`src/srp_cfg.svh`:
```
`ifndef SRP_CFG_SVH
`define SRP_CFG_SVH

// ----------------------------------------------------------------
// Register map and field positions
// ----------------------------------------------------------------
`define SRP_CFG_OFFSET 5'h00 // Serial port configuration register.
`define SRP_KEEP_OFFSET 5'h04 // Register kept through a soft reset.
`define SRP_REG_SLOTS 32 // Register slots held by the port.
`define SRP_DIR_BIT 7 // Read data returned on the data I/O pin.
`define SRP_ORDER_BIT 6 // Bit-order select, one means LSB first.
`define SRP_SOFT_BIT 5 // Soft reset request.
`define SRP_LONG_BIT 4 // Long-instruction select.

// ----------------------------------------------------------------
// Reset values
// ----------------------------------------------------------------
`define SRP_CFG_RST 8'h00 // Configuration register after reset.
`define SRP_REG_RST 8'h00 // Every other register after reset.

// ----------------------------------------------------------------
// Instruction fields and counts
// ----------------------------------------------------------------
`define SRP_INS_RW_BIT 7 // One reads, zero writes.
`define SRP_LAST_BIT 3'h7 // Bit counter value of a byte's last bit.

`endif

```
`src/srp_pkg.sv`:
```
package srp_pkg;

    // ----------------------------------------------------------------
    // Port sequencer states, one-hot.
    // ----------------------------------------------------------------
    typedef enum logic [2:0] {
        SRP_IDLE = 3'b001, // No cycle in progress.
        SRP_INS = 3'b010, // Shifting in the instruction.
        SRP_DATA = 3'b100 // Moving data bytes.
    } srp_phase_e;

    // ----------------------------------------------------------------
    // Whole state of the port, registered as one word.
    // ----------------------------------------------------------------
    typedef struct packed {
        logic sclk_m; // Serial clock, first sync stage.
        logic sclk_s; // Serial clock, second sync stage.
        logic sclk_d; // Serial clock, delayed for edge finding.
        logic cs_m; // Chip select, first sync stage.
        logic cs_s; // Chip select, second sync stage.
        logic di_m; // Data in, first sync stage.
        logic di_s; // Data in, second sync stage.
        logic pm_m; // Pin mode, first sync stage.
        logic pm_s; // Pin mode, second sync stage.
        srp_phase_e st; // Sequencer phase.
        logic [2:0] bit_cnt; // Bits taken in the current byte.
        logic ins_hi; // Upper instruction byte still due.
        logic lng; // Current cycle uses a long instruction.
        logic rw; // Data phase direction, one is read.
        logic [1:0] cnt; // Data bytes left after the current one.
        logic [12:0] addr; // Register address of the current byte.
        logic [7:0] rx; // Receive shifter.
        logic [7:0] tx; // Transmit shifter, bit 7 is on the pin.
        logic dout; // Level driven on the active output pin.
        logic drv; // Port is driving read data.
        logic sdio_oe; // Data I/O pin enable.
        logic out_oe; // Separate output pin enable.
        logic wr_stb; // Register written this cycle.
        logic [4:0] wr_addr; // Address of that write.
        logic [7:0] wr_data; // Value of that write.
        logic [2:0] pin_ctrl; // Direct control levels in pin mode.
        logic [31:0][7:0] regs; // Register space.
    } srp_state_s;

endpackage

```
`src/srp_serial_register_port.sv`:
```
// Notes on behaviour
// - First eight rising edges carry a short instruction, sixteen a long one.
// - Data phase moves one to four bytes.
// - Written register updates on the byte's last bit.
// - Chip select high on byte boundary pauses.
// - Chip select high mid-byte abandons the cycle.
// - Instruction bit 7 high reads, low writes.
// - Bits 6 and 5 give byte count minus one.
// - Short instruction bits 4 to 0 address.
// - Long mode uses two bytes, 13-bit address.
// - Bits sampled on serial clock rising edges.
// - Read data changes on rising serial clock.
// - Both data pins released while deselected.
// - Direction bit picks the read data pin.
// - Separate output stays released in single-pin mode.
// - Bit-order select sets MSB or LSB first.
// - MSB first decrements the address.
// - LSB first increments the address.
// - Port configuration changes act immediately.
// - Soft reset clears all but registers 0, 4.
// - Pin mode disables the serial port.
// - Zero bits then zero bytes restore defaults.
`include "srp_cfg.svh"

module srp_serial_register_port #(
    parameter int REG_COUNT = 32, // Registers that answer at the low addresses.
    parameter int ADDR_W = 13 // Width of the long-form address.
) (
    input wire logic ref_clk, // Block clock, 20 MHz.
    input wire logic reset, // Asynchronous reset, active high.
    input wire logic sclk, // Serial clock from the master.
    input wire logic chip_select_n, // Cycle frame, active low.
    input wire logic sdio_in, // Level seen on the data I/O pin.
    input wire logic pin_mode, // High hands the pins to direct control.
    output logic sdio_out, // Data I/O pin output level.
    output logic sdio_oe, // Data I/O pin drive enable.
    output logic serial_data_out, // Separate output pin level.
    output logic serial_data_out_oe, // Separate output pin drive enable.
    output logic reg_wr, // One-cycle pulse per register write.
    output logic [4:0] reg_wr_addr, // Address of the write.
    output logic [7:0] reg_wr_data, // Value written.
    output logic [7:0] serial_port_config, // Configuration register contents.
    output logic [2:0] pin_ctrl // Select, clock, data levels in pin mode.
);

    // ----------------------------------------------------------------
    // Parameter check
    // ----------------------------------------------------------------
    // The state word holds 32 slots and a 13-bit address, so nothing else fits.
    // A smaller register count only narrows the decoded range; all slots stay.
    if (ADDR_W != 13 || REG_COUNT < 5 || REG_COUNT > `SRP_REG_SLOTS)
    begin : g_bad_param
        $error("serial port parameters out of range");
    end

    srp_pkg::srp_state_s state_ff; // Registered state.
    srp_pkg::srp_state_s nxt_state; // Next state.
    logic sclk_rise; // Serial clock rose, seen after the synchronisers.
    logic sclk_fall; // Serial clock fell, seen after the synchronisers.

    // Edges are found only on the second sync stage and its delayed copy.
    // Limitation: each serial clock level must last two ref_clk cycles or more.
    assign sclk_rise = state_ff.sclk_s & ~state_ff.sclk_d;
    assign sclk_fall = ~state_ff.sclk_s & state_ff.sclk_d;

    // ----------------------------------------------------------------
    // Read data fetch
    // ----------------------------------------------------------------
    // Unused addresses read as zero; the byte is turned round for LSB first
    // so that bit 7 of the shifter is always the bit on the pin.
    function automatic logic [7:0] read_byte(input logic [31:0][7:0] regs, input logic [12:0] a,
        input logic lsb);
        logic [7:0] v;
        logic [7:0] r;
        v = (a < 13'(REG_COUNT)) ? regs[a[4:0]] : 8'h00;
        for (int i = 0; i < 8; i++)
        begin
            r[i] = lsb ? v[7 - i] : v[i];
        end
        return r;
    endfunction

    // ----------------------------------------------------------------
    // Next-state logic
    // ----------------------------------------------------------------
    // The serial clock is far slower than ref_clk, so every serial edge is
    // seen as one ref_clk cycle with sclk_rise or sclk_fall set.
    always_comb
    begin
        logic lsb;
        logic [7:0] rx_new;
        logic [12:0] a_new;
        logic [7:0] tx_sh;
        lsb = 1'b0;
        rx_new = 8'h00;
        a_new = 13'h0000;
        tx_sh = 8'h00;
        nxt_state = state_ff;
        // Two flip-flops on every pin before anything reads it.
        nxt_state.sclk_m = sclk;
        nxt_state.sclk_s = state_ff.sclk_m;
        nxt_state.sclk_d = state_ff.sclk_s;
        nxt_state.cs_m = chip_select_n;
        nxt_state.cs_s = state_ff.cs_m;
        nxt_state.di_m = sdio_in;
        nxt_state.di_s = state_ff.di_m;
        nxt_state.pm_m = pin_mode;
        nxt_state.pm_s = state_ff.pm_m;
        nxt_state.wr_stb = 1'b0;
        lsb = state_ff.regs[`SRP_CFG_OFFSET][`SRP_ORDER_BIT];
        // Data in travels the same sync depth as the clock, so it lines up.
        rx_new = lsb ? {state_ff.di_s, state_ff.rx[7:1]} : {state_ff.rx[6:0], state_ff.di_s};
        a_new = state_ff.addr;
        tx_sh = {state_ff.tx[6:0], 1'b0};
        if (state_ff.pm_s)
        begin
            // Pin mode: the port sleeps and the pins become control levels.
            nxt_state.st = srp_pkg::SRP_IDLE;
            nxt_state.bit_cnt = 3'h0;
            nxt_state.drv = 1'b0;
            nxt_state.pin_ctrl = {state_ff.cs_s, state_ff.sclk_s, state_ff.di_s};
        end
        else if (state_ff.cs_s)
        begin
            // Deselected: release the pins in every case.
            nxt_state.drv = 1'b0;
            if (state_ff.bit_cnt != 3'h0)
            begin
                // A byte was cut short, so the cycle is dropped.
                nxt_state.st = srp_pkg::SRP_IDLE;
                nxt_state.bit_cnt = 3'h0;
            end
            // On a byte boundary all other state is held for the resume.
        end
        else
        begin
            case (state_ff.st)
                srp_pkg::SRP_IDLE:
                begin
                    // Idle with select low, also right after a cycle ends: instruction length is fixed for the next cycle.
                    nxt_state.st = srp_pkg::SRP_INS;
                    nxt_state.ins_hi = state_ff.regs[`SRP_CFG_OFFSET][`SRP_LONG_BIT];
                    nxt_state.lng = state_ff.regs[`SRP_CFG_OFFSET][`SRP_LONG_BIT];
                    nxt_state.bit_cnt = 3'h0;
                end
                srp_pkg::SRP_INS:
                begin
                    if (sclk_rise)
                    begin
                        nxt_state.rx = rx_new;
                        nxt_state.bit_cnt = state_ff.bit_cnt + 3'h1;
                        if (state_ff.bit_cnt == `SRP_LAST_BIT)
                        begin
                            if (state_ff.ins_hi)
                            begin
                                // Upper long byte: direction, count, top address bits.
                                nxt_state.rw = rx_new[`SRP_INS_RW_BIT];
                                nxt_state.cnt = rx_new[6:5];
                                nxt_state.addr = {rx_new[4:0], 8'h00};
                                nxt_state.ins_hi = 1'b0;
                            end
                            else
                            begin
                                if (state_ff.lng)
                                begin
                                    a_new = {state_ff.addr[12:8], rx_new};
                                end
                                else
                                begin
                                    nxt_state.rw = rx_new[`SRP_INS_RW_BIT];
                                    nxt_state.cnt = rx_new[6:5];
                                    a_new = {8'h00, rx_new[4:0]};
                                end
                                // Eighth edge of the last instruction byte ends the instruction; first read byte loads.
                                nxt_state.addr = a_new;
                                nxt_state.st = srp_pkg::SRP_DATA;
                                nxt_state.tx = read_byte(state_ff.regs, a_new, lsb);
                                nxt_state.dout = nxt_state.tx[7];
                            end
                        end
                    end
                end
                srp_pkg::SRP_DATA:
                begin
                    // Drive starts on a falling edge so the master has turned round.
                    if (sclk_fall && state_ff.rw)
                    begin
                        nxt_state.drv = 1'b1;
                    end
                    if (sclk_rise)
                    begin
                        nxt_state.rx = rx_new;
                        nxt_state.bit_cnt = state_ff.bit_cnt + 3'h1;
                        nxt_state.tx = tx_sh;
                        nxt_state.dout = tx_sh[7];
                        if (state_ff.bit_cnt == `SRP_LAST_BIT)
                        begin
                            if (!state_ff.rw && state_ff.addr < 13'(REG_COUNT))
                            begin
                                // The write lands on the byte's last bit.
                                nxt_state.regs[state_ff.addr[4:0]] = rx_new;
                                nxt_state.wr_stb = 1'b1;
                                nxt_state.wr_addr = state_ff.addr[4:0];
                                nxt_state.wr_data = rx_new;
                                if (state_ff.addr[4:0] == `SRP_CFG_OFFSET && rx_new[`SRP_SOFT_BIT])
                                begin
                                    // Soft reset bit clears itself once acted on.
                                    nxt_state.regs[`SRP_CFG_OFFSET][`SRP_SOFT_BIT] = 1'b0;
                                    for (int i = 1; i < `SRP_REG_SLOTS; i++)
                                    begin
                                        if (i != `SRP_KEEP_OFFSET)
                                        begin
                                            nxt_state.regs[i] = `SRP_REG_RST;
                                        end
                                    end
                                end
                            end
                            // The step uses the configuration just written.
                            if (nxt_state.regs[`SRP_CFG_OFFSET][`SRP_ORDER_BIT])
                            begin
                                a_new = state_ff.addr + 13'h0001;
                            end
                            else
                            begin
                                a_new = state_ff.addr - 13'h0001;
                            end
                            nxt_state.addr = a_new;
                            if (state_ff.cnt == 2'h0)
                            begin
                                // Last byte done: the cycle is over.
                                nxt_state.st = srp_pkg::SRP_IDLE;
                                nxt_state.drv = 1'b0;
                            end
                            else
                            begin
                                nxt_state.cnt = state_ff.cnt - 2'h1;
                                nxt_state.tx = read_byte(state_ff.regs, a_new,
                                    nxt_state.regs[`SRP_CFG_OFFSET][`SRP_ORDER_BIT]);
                                nxt_state.dout = nxt_state.tx[7];
                            end
                        end
                    end
                end
                default:
                begin
                    nxt_state.st = srp_pkg::SRP_IDLE;
                end
            endcase
        end
        // Only the pin picked by the direction bit is ever driven.
        nxt_state.sdio_oe = nxt_state.drv & nxt_state.regs[`SRP_CFG_OFFSET][`SRP_DIR_BIT];
        nxt_state.out_oe = nxt_state.drv & ~nxt_state.regs[`SRP_CFG_OFFSET][`SRP_DIR_BIT];
    end

    // ----------------------------------------------------------------
    // State register
    // ----------------------------------------------------------------
    // Later assignments in the reset branch override the blanket clear.
    always_ff @(posedge ref_clk or posedge reset)
    begin
        if (reset)
        begin
            state_ff <= '0;
            state_ff.st <= srp_pkg::SRP_IDLE;
            state_ff.cs_m <= 1'b1;
            state_ff.cs_s <= 1'b1;
            state_ff.regs <= {`SRP_REG_SLOTS{`SRP_REG_RST}};
            state_ff.regs[`SRP_CFG_OFFSET] <= `SRP_CFG_RST;
        end
        else
        begin
            state_ff <= nxt_state;
        end
    end

    // Every output is a field of the state register.
    assign sdio_out = state_ff.dout;
    assign sdio_oe = state_ff.sdio_oe;
    assign serial_data_out = state_ff.dout;
    assign serial_data_out_oe = state_ff.out_oe;
    assign reg_wr = state_ff.wr_stb;
    assign reg_wr_addr = state_ff.wr_addr;
    assign reg_wr_data = state_ff.wr_data;
    assign serial_port_config = state_ff.regs[`SRP_CFG_OFFSET];
    assign pin_ctrl = state_ff.pin_ctrl;
endmodule

```
`config.mk`:
```
export PLATFORM = sky130hd
export DESIGN_NAME = srp_serial_register_port
export DESIGN_NICKNAME = d
export VERILOG_FILES = /design/src/srp_pkg.sv /design/src/srp_serial_register_port.sv
export VERILOG_INCLUDE_DIRS = /design/src /design/src/src
export SDC_FILE = /design/constraint.sdc
export NUM_CORES = 1
export LEC_CHECK = 0
export BUFFER_PORTS_ARGS = -buffer_cell sky130_fd_sc_hd__buf_2
export CAP_MARGIN = 5
export CORE_AREA = 3 3 177 179
export DETAILED_ROUTE_END_ITERATION = 8
export DIE_AREA = 0 0 180 182
export PLACE_DENSITY = 0.85
export SLEW_MARGIN = 0
export SYNTH_ARGS = -nofsm -noshare
export SYNTH_HDL_FRONTEND = slang
export SYNTH_SLANG_ARGS = --single-unit
```
`constraint.sdc`:
```
create_clock -name ref_clk -period 13.35 [get_ports ref_clk]
set_input_delay 2.67 -clock ref_clk [delete_from_list [all_inputs] [get_ports ref_clk]]
set_output_delay 2.67 -clock ref_clk [all_outputs]
set_load 0.02 [all_outputs]
```
==> reports/results.tsv, run 1 <==
metric	value	unit
status	finished, final reports clean	
critPathMaxFanout	38	
final_cell_mix	nand2_1 (473), dfrtp_1 (321), o21ai_0 (285)	
die_y	182	um
tightest_slew	1340	ps
fin_hold_ws	353	ps
cp-start-kind	flip-flop	
fin_nets	1885	
leakagePower	8.11	nW
synth_seq_cells	325	
grt_overflow_total	0	
postCtsResizedCells	0	
synthFlopType	dfrtp_1	
period_needed	6050	ps
setup_viol	0	
yosysUniqueCellTypes	65	
synth_area_per_cell	9.34	um^2
max_freq	0.165	GHz
ys_seq_area_frac	0.453	
async_reset_ff_frac	1.00	
path_class	reg2reg	
layout-drive-gt1-share	0.134	
finalHoldViolCount	0	
clkPwrFrac	0.467	
grt_max_degree	96	
drt_first_pass_iters	8	
ir_drop	0.136	mV
root_buffer	clkbuf_16	
slowest_delay	960	ps
tns	0	ps
dp_hpwl	39600	um
slew_headroom	0.107	
p_per_area	108	nW/um^2
coreArea	29700	um^2
final_common_cell	nand2_1	
h-tree-depth	2	
required	13750	ps
wl_per_cell	25.8	um
cp.arrival	6450	ps
detail-route-antenna-nets	0	
drv_cap	0	
final_cells	2288	
first_global_vias	15800	
rows	63	
power	0.00209	W
synth_nets	1933	
grt_pass1_wl	92000	um
p_sw_frac	0.241	
fin_skew	12.8	ps
clk_path_buf_depth	3	
synth_edf_count	0	
p_comb_frac	0.055	
ios	35	
start_util	0.604	
insertedDiodeCount	0	
drt_iter0_drc	2531	
syn_to_final_growth	7.90	%
cts_sinks	325	
vias	16100	
viasPerCell	7.04	
dp_cells	2226	
netlist_area	18000	um^2
synthCells	1922	
cts_buffers	36	
portBuffers	34	
clkTransAtPathRegs	60	ps
post_cts.repair.setup_buffers	0	
wl	59000	um
cpLargestDelayFamily	simple AND/OR/NAND/NOR gates	
antenna_found_initial	1	
utilization	0.652	
crit_chain	or2_2, nor2_1, a21oi_1, nor2_1, xnor2_1, ha_2, buf_4, mux4_2, mux2i_1, mux2i_1, mux2_2, o22ai_1, o31ai_1	
tritoncts	yes	
drv_slew	0	
cp_slowest_cell	ha_2	
switchingPower	0.000504	W
p_seq_frac	0.479	
grt_use_total	0.358	
crit_path_end_kind	flip-flop	
p_int	0.00159	W
clock_latency	530	ps
worst-path-buf-inv	1	
fp.dieW	180	um
holdCritPathClass	reg2reg	
ys.warnings.count	0	
dieArea	32800	um^2
cts_hold_buf	0	
gp_congestion	1.03	
rsz0062_at_grt	no	
fin_crit_sh	0.453	
drc_errors	0	
[Yosys cell counts (4+ instances only)]
| cell | number | area (um^2) |
|---|---|---|
| nand2_1 | 473 | 1780 |
| dfrtp_1 | 322 | 8060 |
| o21ai_0 | 286 | 1430 |
| nand3_1 | 108 | 541 |
| clkbuf_1 | 107 | 402 |
| mux4_2 | 91 | 2050 |
| mux2i_1 | 73 | 731 |
| nor2_1 | 57 | 214 |
| a21oi_1 | 46 | 230 |
| inv_1 | 42 | 158 |
| o21ai_1 | 31 | 155 |
| a22o_1 | 29 | 254 |
| buf_4 | 25 | 188 |
| mux2_2 | 19 | 214 |
| nor3_1 | 19 | 95.1 |
| a31oi_1 | 18 | 113 |
| nand4_1 | 14 | 87.6 |
| buf_1 | 12 | 45.0 |
| o22ai_1 | 10 | 62.6 |
| and3_1 | 9 | 56.3 |
| nor2b_1 | 9 | 56.3 |
| and2_1 | 8 | 50.1 |
| nand2b_1 | 8 | 50.1 |
| o211ai_1 | 8 | 60.1 |
| a211oi_1 | 7 | 52.6 |
| nor3b_1 | 6 | 45.0 |
| nor4_1 | 6 | 37.5 |
| o31ai_1 | 6 | 45.0 |
| buf_2 | 5 | 25.0 |
| ha_1 | 5 | 62.6 |
| or3_1 | 5 | 31.3 |
| xnor2_1 | 5 | 43.8 |
| a32oi_1 | 4 | 35.0 |
[flip-flops by register name, summed over array words and instances, names as in the netlist]
register            cells
sdio_oe                 1
reg_wr_addr             5
serial_data_out_oe      1
reg_wr_data             8
sdio_out                1
pin_ctrl                3
state_ff              292
nxt_state               5
serial_port_config      8
reg_wr                  1
[power by group through the flow]
stage	Clock, W	Combinational [W]	Sequential, W
final	0.000976	0.000114	0.00100
after global routing	0.00102	0.000123	0.00100
after CTS	0.000977	0.000112	0.00100
after detailed placement	0	0.000112	0.00102
after global placement	0	0.000109	0.00102
after floorplan	0	0.0000783	0.00102
[path summary, 6_finish.rpt]
path | from | to | slack (ps) | depth (start not counted)
worst max-delay path | state_ff[293]$_DFFE_PP0P_ | state_ff[282]$_DFFE_PP0P_ | 7300 | 13
worst min-delay path | nxt_state[319]$_DFF_PP0_ | state_ff[319]$_DFF_PP0_ | 350 | 0
worst max register to register | state_ff[293]$_DFFE_PP0P_ | state_ff[282]$_DFFE_PP0P_ | 7300 | 13
worst min register to register | nxt_state[319]$_DFF_PP0_ | state_ff[319]$_DFF_PP0_ | 350 | 0
max in group asynchronous | reset | state_ff[229]$_DFFE_PP0P_ | 8720 | 4
min in group asynchronous | reset | state_ff[66]$_DFFE_PP0P_ | 2240 | 2
[per-layer routing]
metal  routed length, um  global-route usage  share of wire  vias to the layer above
li1                    -                   -              -                     6722
met1               21300               0.461           0.36                     7822
met2               26500               0.556           0.45                     1247
met3                7230              0.0964           0.12                      312
met4                3920               0.199          0.066                        2
met5                  10                   0        0.00017                        -
[layout make-up]
cell class / count / area (um^2)
tap: 390 / 488
sequential: 325 / 8140
inverter: 42 / 165
timing repair buffer: 64 / 395
clock buffer: 53 / 1060
multi-input combinational: 1405 / 9050
clock inverter: 9 / 80.1
fill: 2286 / 10300
[through the flow]
| step | setup WS (ps) | instance area (um^2) |
|---|---|---|
| detailed placement | 7510 | 18200 |
| global route | 7030 | 19400 |
| finish | 7300 | 19400 |
| global placement | 7650 | 18200 |
| floorplan | 1690 | 18000 |
| CTS | 7480 | 19400 |
[cells by family after synthesis]
| group | Yosys count | synth area share |
|---|---|---|
| buffers and inverters | 192 | 0.0461 |
| adder cells (fa/ha/maj) | 5 | 0.00348 |
| AND/OR/NAND/NOR | 737 | 0.177 |
| multiplexers | 183 | 0.167 |
| flip-flops | 325 | 0.453 |
| AO/OA/AOI/OAI | 473 | 0.150 |
| XOR/XNOR | 7 | 0.00383 |
Power figures use the tool's default switching activity.
==> inputs of run 2 (changes only) <==
- ABC_AREA: not set -> 1
- CORE_AREA: 3 3 177 179 -> 3 3 185 187
- DIE_AREA: 0 0 180 182 -> 0 0 188 190
- PLACE_DENSITY: 0.85 -> 0.86
- clock period: 13.35 -> 5.1 ns (I/O delays scaled with it)
==> reports/results.tsv, run 2 <==
metric	value	unit
status	finished, final reports clean	
grt_pass1_wl	104000	um
max_freq	0.231	GHz
coreArea	32600	um^2
synth_area_per_cell	7.14	um^2
synthFlopType	dfrtp_1	
fin_hold_ws	350	ps
post-place-ws	1050	ps
final_cells	3044	
slew_headroom	0.201	
ios	35	
p_sw_frac	0.424	
post_cts.repair.setup_buffers	0	
final_area	20500	um^2
yosysUniqueCellTypes	48	
ys_seq_area_frac	0.431	
syn_to_final_growth	8.63	%
p_int	0.00556	W
first_global_vias	18900	
yosysTopAreaCellShare	0.427	
dpl-instance-area	19200	um^2
postCtsResizedCells	0	
dp_cells	2978	
cts_hold_buf	0	
p_seq_frac	0.291	
portBuffers	34	
cp.arrival	4770	ps
r2r_cells	23	
drv_slew	0	
final_common_cell	nand2_1	
layout-drive-gt1-share	0.0761	
drc_errors	0	
clk_path_buf_depth	3	
synth_nets	2653	
power	0.00965	W
tightest_slew	1190	ps
holdCritPathClass	reg2reg	
critPathLaunch	state_ff[295]$_DFFE_PP0P_	
clock_latency	540	ps
dieArea	35700	um^2
gp_congestion	1.01	
r2r_slack	780	ps
grt_use_total	0.368	
ir_drop	0.634	mV
yosys.area.top_type	dfrtp_1	
async_reset_ff_frac	1.00	
synth.area.top_cells	dfrtp_1 (43%), nand2_1 (14%), o21ai_0 (12%)	
ys.warnings.count	0	
p_comb_frac	0.408	
rows	66	
period_needed	4320	ps
start_util	0.578	
clkTransAtPathRegs	60	ps
synthCells	2642	
fin_crit_sh	0.848	
drt_iter0_drc	3165	
antenna_found_initial	5	
largest_reg_flops	292	
root_buffer	clkbuf_16	
r2r_start	state_ff[295]$_DFFE_PP0P_	
fin_ws	777	ps
die_y	190	um
crit_path_end_kind	flip-flop	
critPathMostFrequentCell	nand2_1	
drt_first_pass_iters	7	
rsz0062_at_grt	no	
grt_max_degree	174	
reg2reg_to	sdio_out$_DFFE_PP0P_	
synth_most_common_cell	nand2_1	
tritoncts	yes	
h-tree-depth	2	
final_cell_mix	nand2_1 (719), o21ai_0 (438), dfrtp_1 (321)	
viasPerCell	6.47	
slowest_delay	580	ps
synth_edf_count	0	
crit_chain	inv_1, nand3_1, nand2_1, nand2_1, nand2_4, nand3_1, nand2_1, inv_1, ha_2, inv_2, buf_12, a21oi_1, a22oi_1, o21ai_0, nand2_1, nand3_1, nand2_1, nand3_1, nand2_1, nand3_1, nand2_1, nand2_1, a21oi_1	
required	5550	ps
clkPwrFrac	0.301	
detail-route-antenna-nets	0	
fill_cells	2862	
top_register	state_ff	
switchingPower	0.00409	W
vias	19700	
wl_per_cell	21.8	um
critPathMaxFanout	33	
setup_viol	0	
grt_overflow_total	0	
dp_hpwl	43500	um
path_class	reg2reg	
cp_slowest_cell	dfrtp_1	
cp-start-kind	flip-flop	
cts_buffers	37	
drv_cap	0	
p_per_area	471	nW/um^2
fin_skew	26.7	ps
finalHoldViolCount	0	
fin_nets	2586	
crit_end	sdio_out$_DFFE_PP0P_	
yosys-top-cells-count	nand2_1 (719), o21ai_0 (440), dfrtp_1 (322)	
wl	66300	um
netlist_area	18900	um^2
synth_seq_cells	325	
hold_start	nxt_state[319]$_DFF_PP0_	
cts_sinks	325	
fp.dieW	188	um
leakagePower	8.84	nW
-- run 2: cell types whose count changed in the layout (fill, tap and decap cells not counted), moves of 43 or more --
cell,previous run,this run
nand2_1,473,719
inv_1,41,200
o21ai_0,285,438
a21oi_1,46,188
nor2_1,57,159
mux4_2,91,0
mux2i_1,69,0
nand3_1,108,170
o211ai_1,8,51
-- run 2: per-layer routing --
metal,GRT usage,share of wire,up-vias
met2,0.561,0.43,1509
met4,0.204,0.063,8
li1,-,-,8687
met5,0,0.00086,-
met3,0.0907,0.13,318
met1,0.485,0.38,9161
-- run 2: area by class of cell --
type,count,area [um^2],share of cell area
Antenna cell,1,2.50,0.000122
Sequential cell,325,8140,0.397
Tap cell,442,553,0.0270
Clock buffer,49,1020,0.0499
Multi-Input combinational cell,1918,9110,0.445
Clock inverter,16,294,0.0143
Timing Repair Buffer,77,556,0.0271
Inverter,216,816,0.0398
-- run 2: worst min path at each step --
stage / slack (ps) / to / depth (start not counted)
finish: 350 / state_ff[319]$_DFF_PP0_ / 0
global route: 360 / state_ff[321]$_DFF_PP1_ / 0
CTS: 350 / state_ff[321]$_DFF_PP1_ / 0
detailed placement: 340 / state_ff[319]$_DFF_PP0_ / 0
global placement: 330 / nxt_state[323]$_DFF_PP0_ / 0
floorplan: 330 / nxt_state[323]$_DFF_PP0_ / 0
-- run 2: metrics by stage --
stage               TNS, ps   util
floorplan            -81880      -
global placement          0  0.588
detailed placement        0  0.588
CTS                       0  0.628
global route              0  0.628
finish                    0  0.628
-- run 2: logic make-up (layout without fill, tap and decap cells) --
kind of cell,Yosys count,after routing,share of synthesized area
flops,325,325,0.431
simple gates,1103,1103,0.242
fa+ha+maj,5,5,0.00332
compound gates,808,808,0.234
other cells,0,1,0
xor+xnor,2,2,0.00192
buf+inv,399,358,0.0880
-- run 2: worst max-delay path, delay by kind of cell (launching register included) --
family	cells	cell delay (ps)
AO/OA/AOI/OAI	4	790
AND/OR/NAND/NOR	14	1430
flip-flops	1	580
adder cells (fa/ha/maj)	1	280
buffers and inverters	4	1130
-- run 2: power groups by stage --
stage / Combinational, W / Clock [W] / Sequential [W]
6_report: 0.00393 / 0.00291 / 0.00281
5_1_grt: 0.00428 / 0.00303 / 0.00282
4_1_cts: 0.00378 / 0.00291 / 0.00280
3_5_place_dp: 0.00375 / 0 / 0.00285
3_3_place_gp: 0.00373 / 0 / 0.00284
2_1_floorplan: 0.00278 / 0 / 0.00278
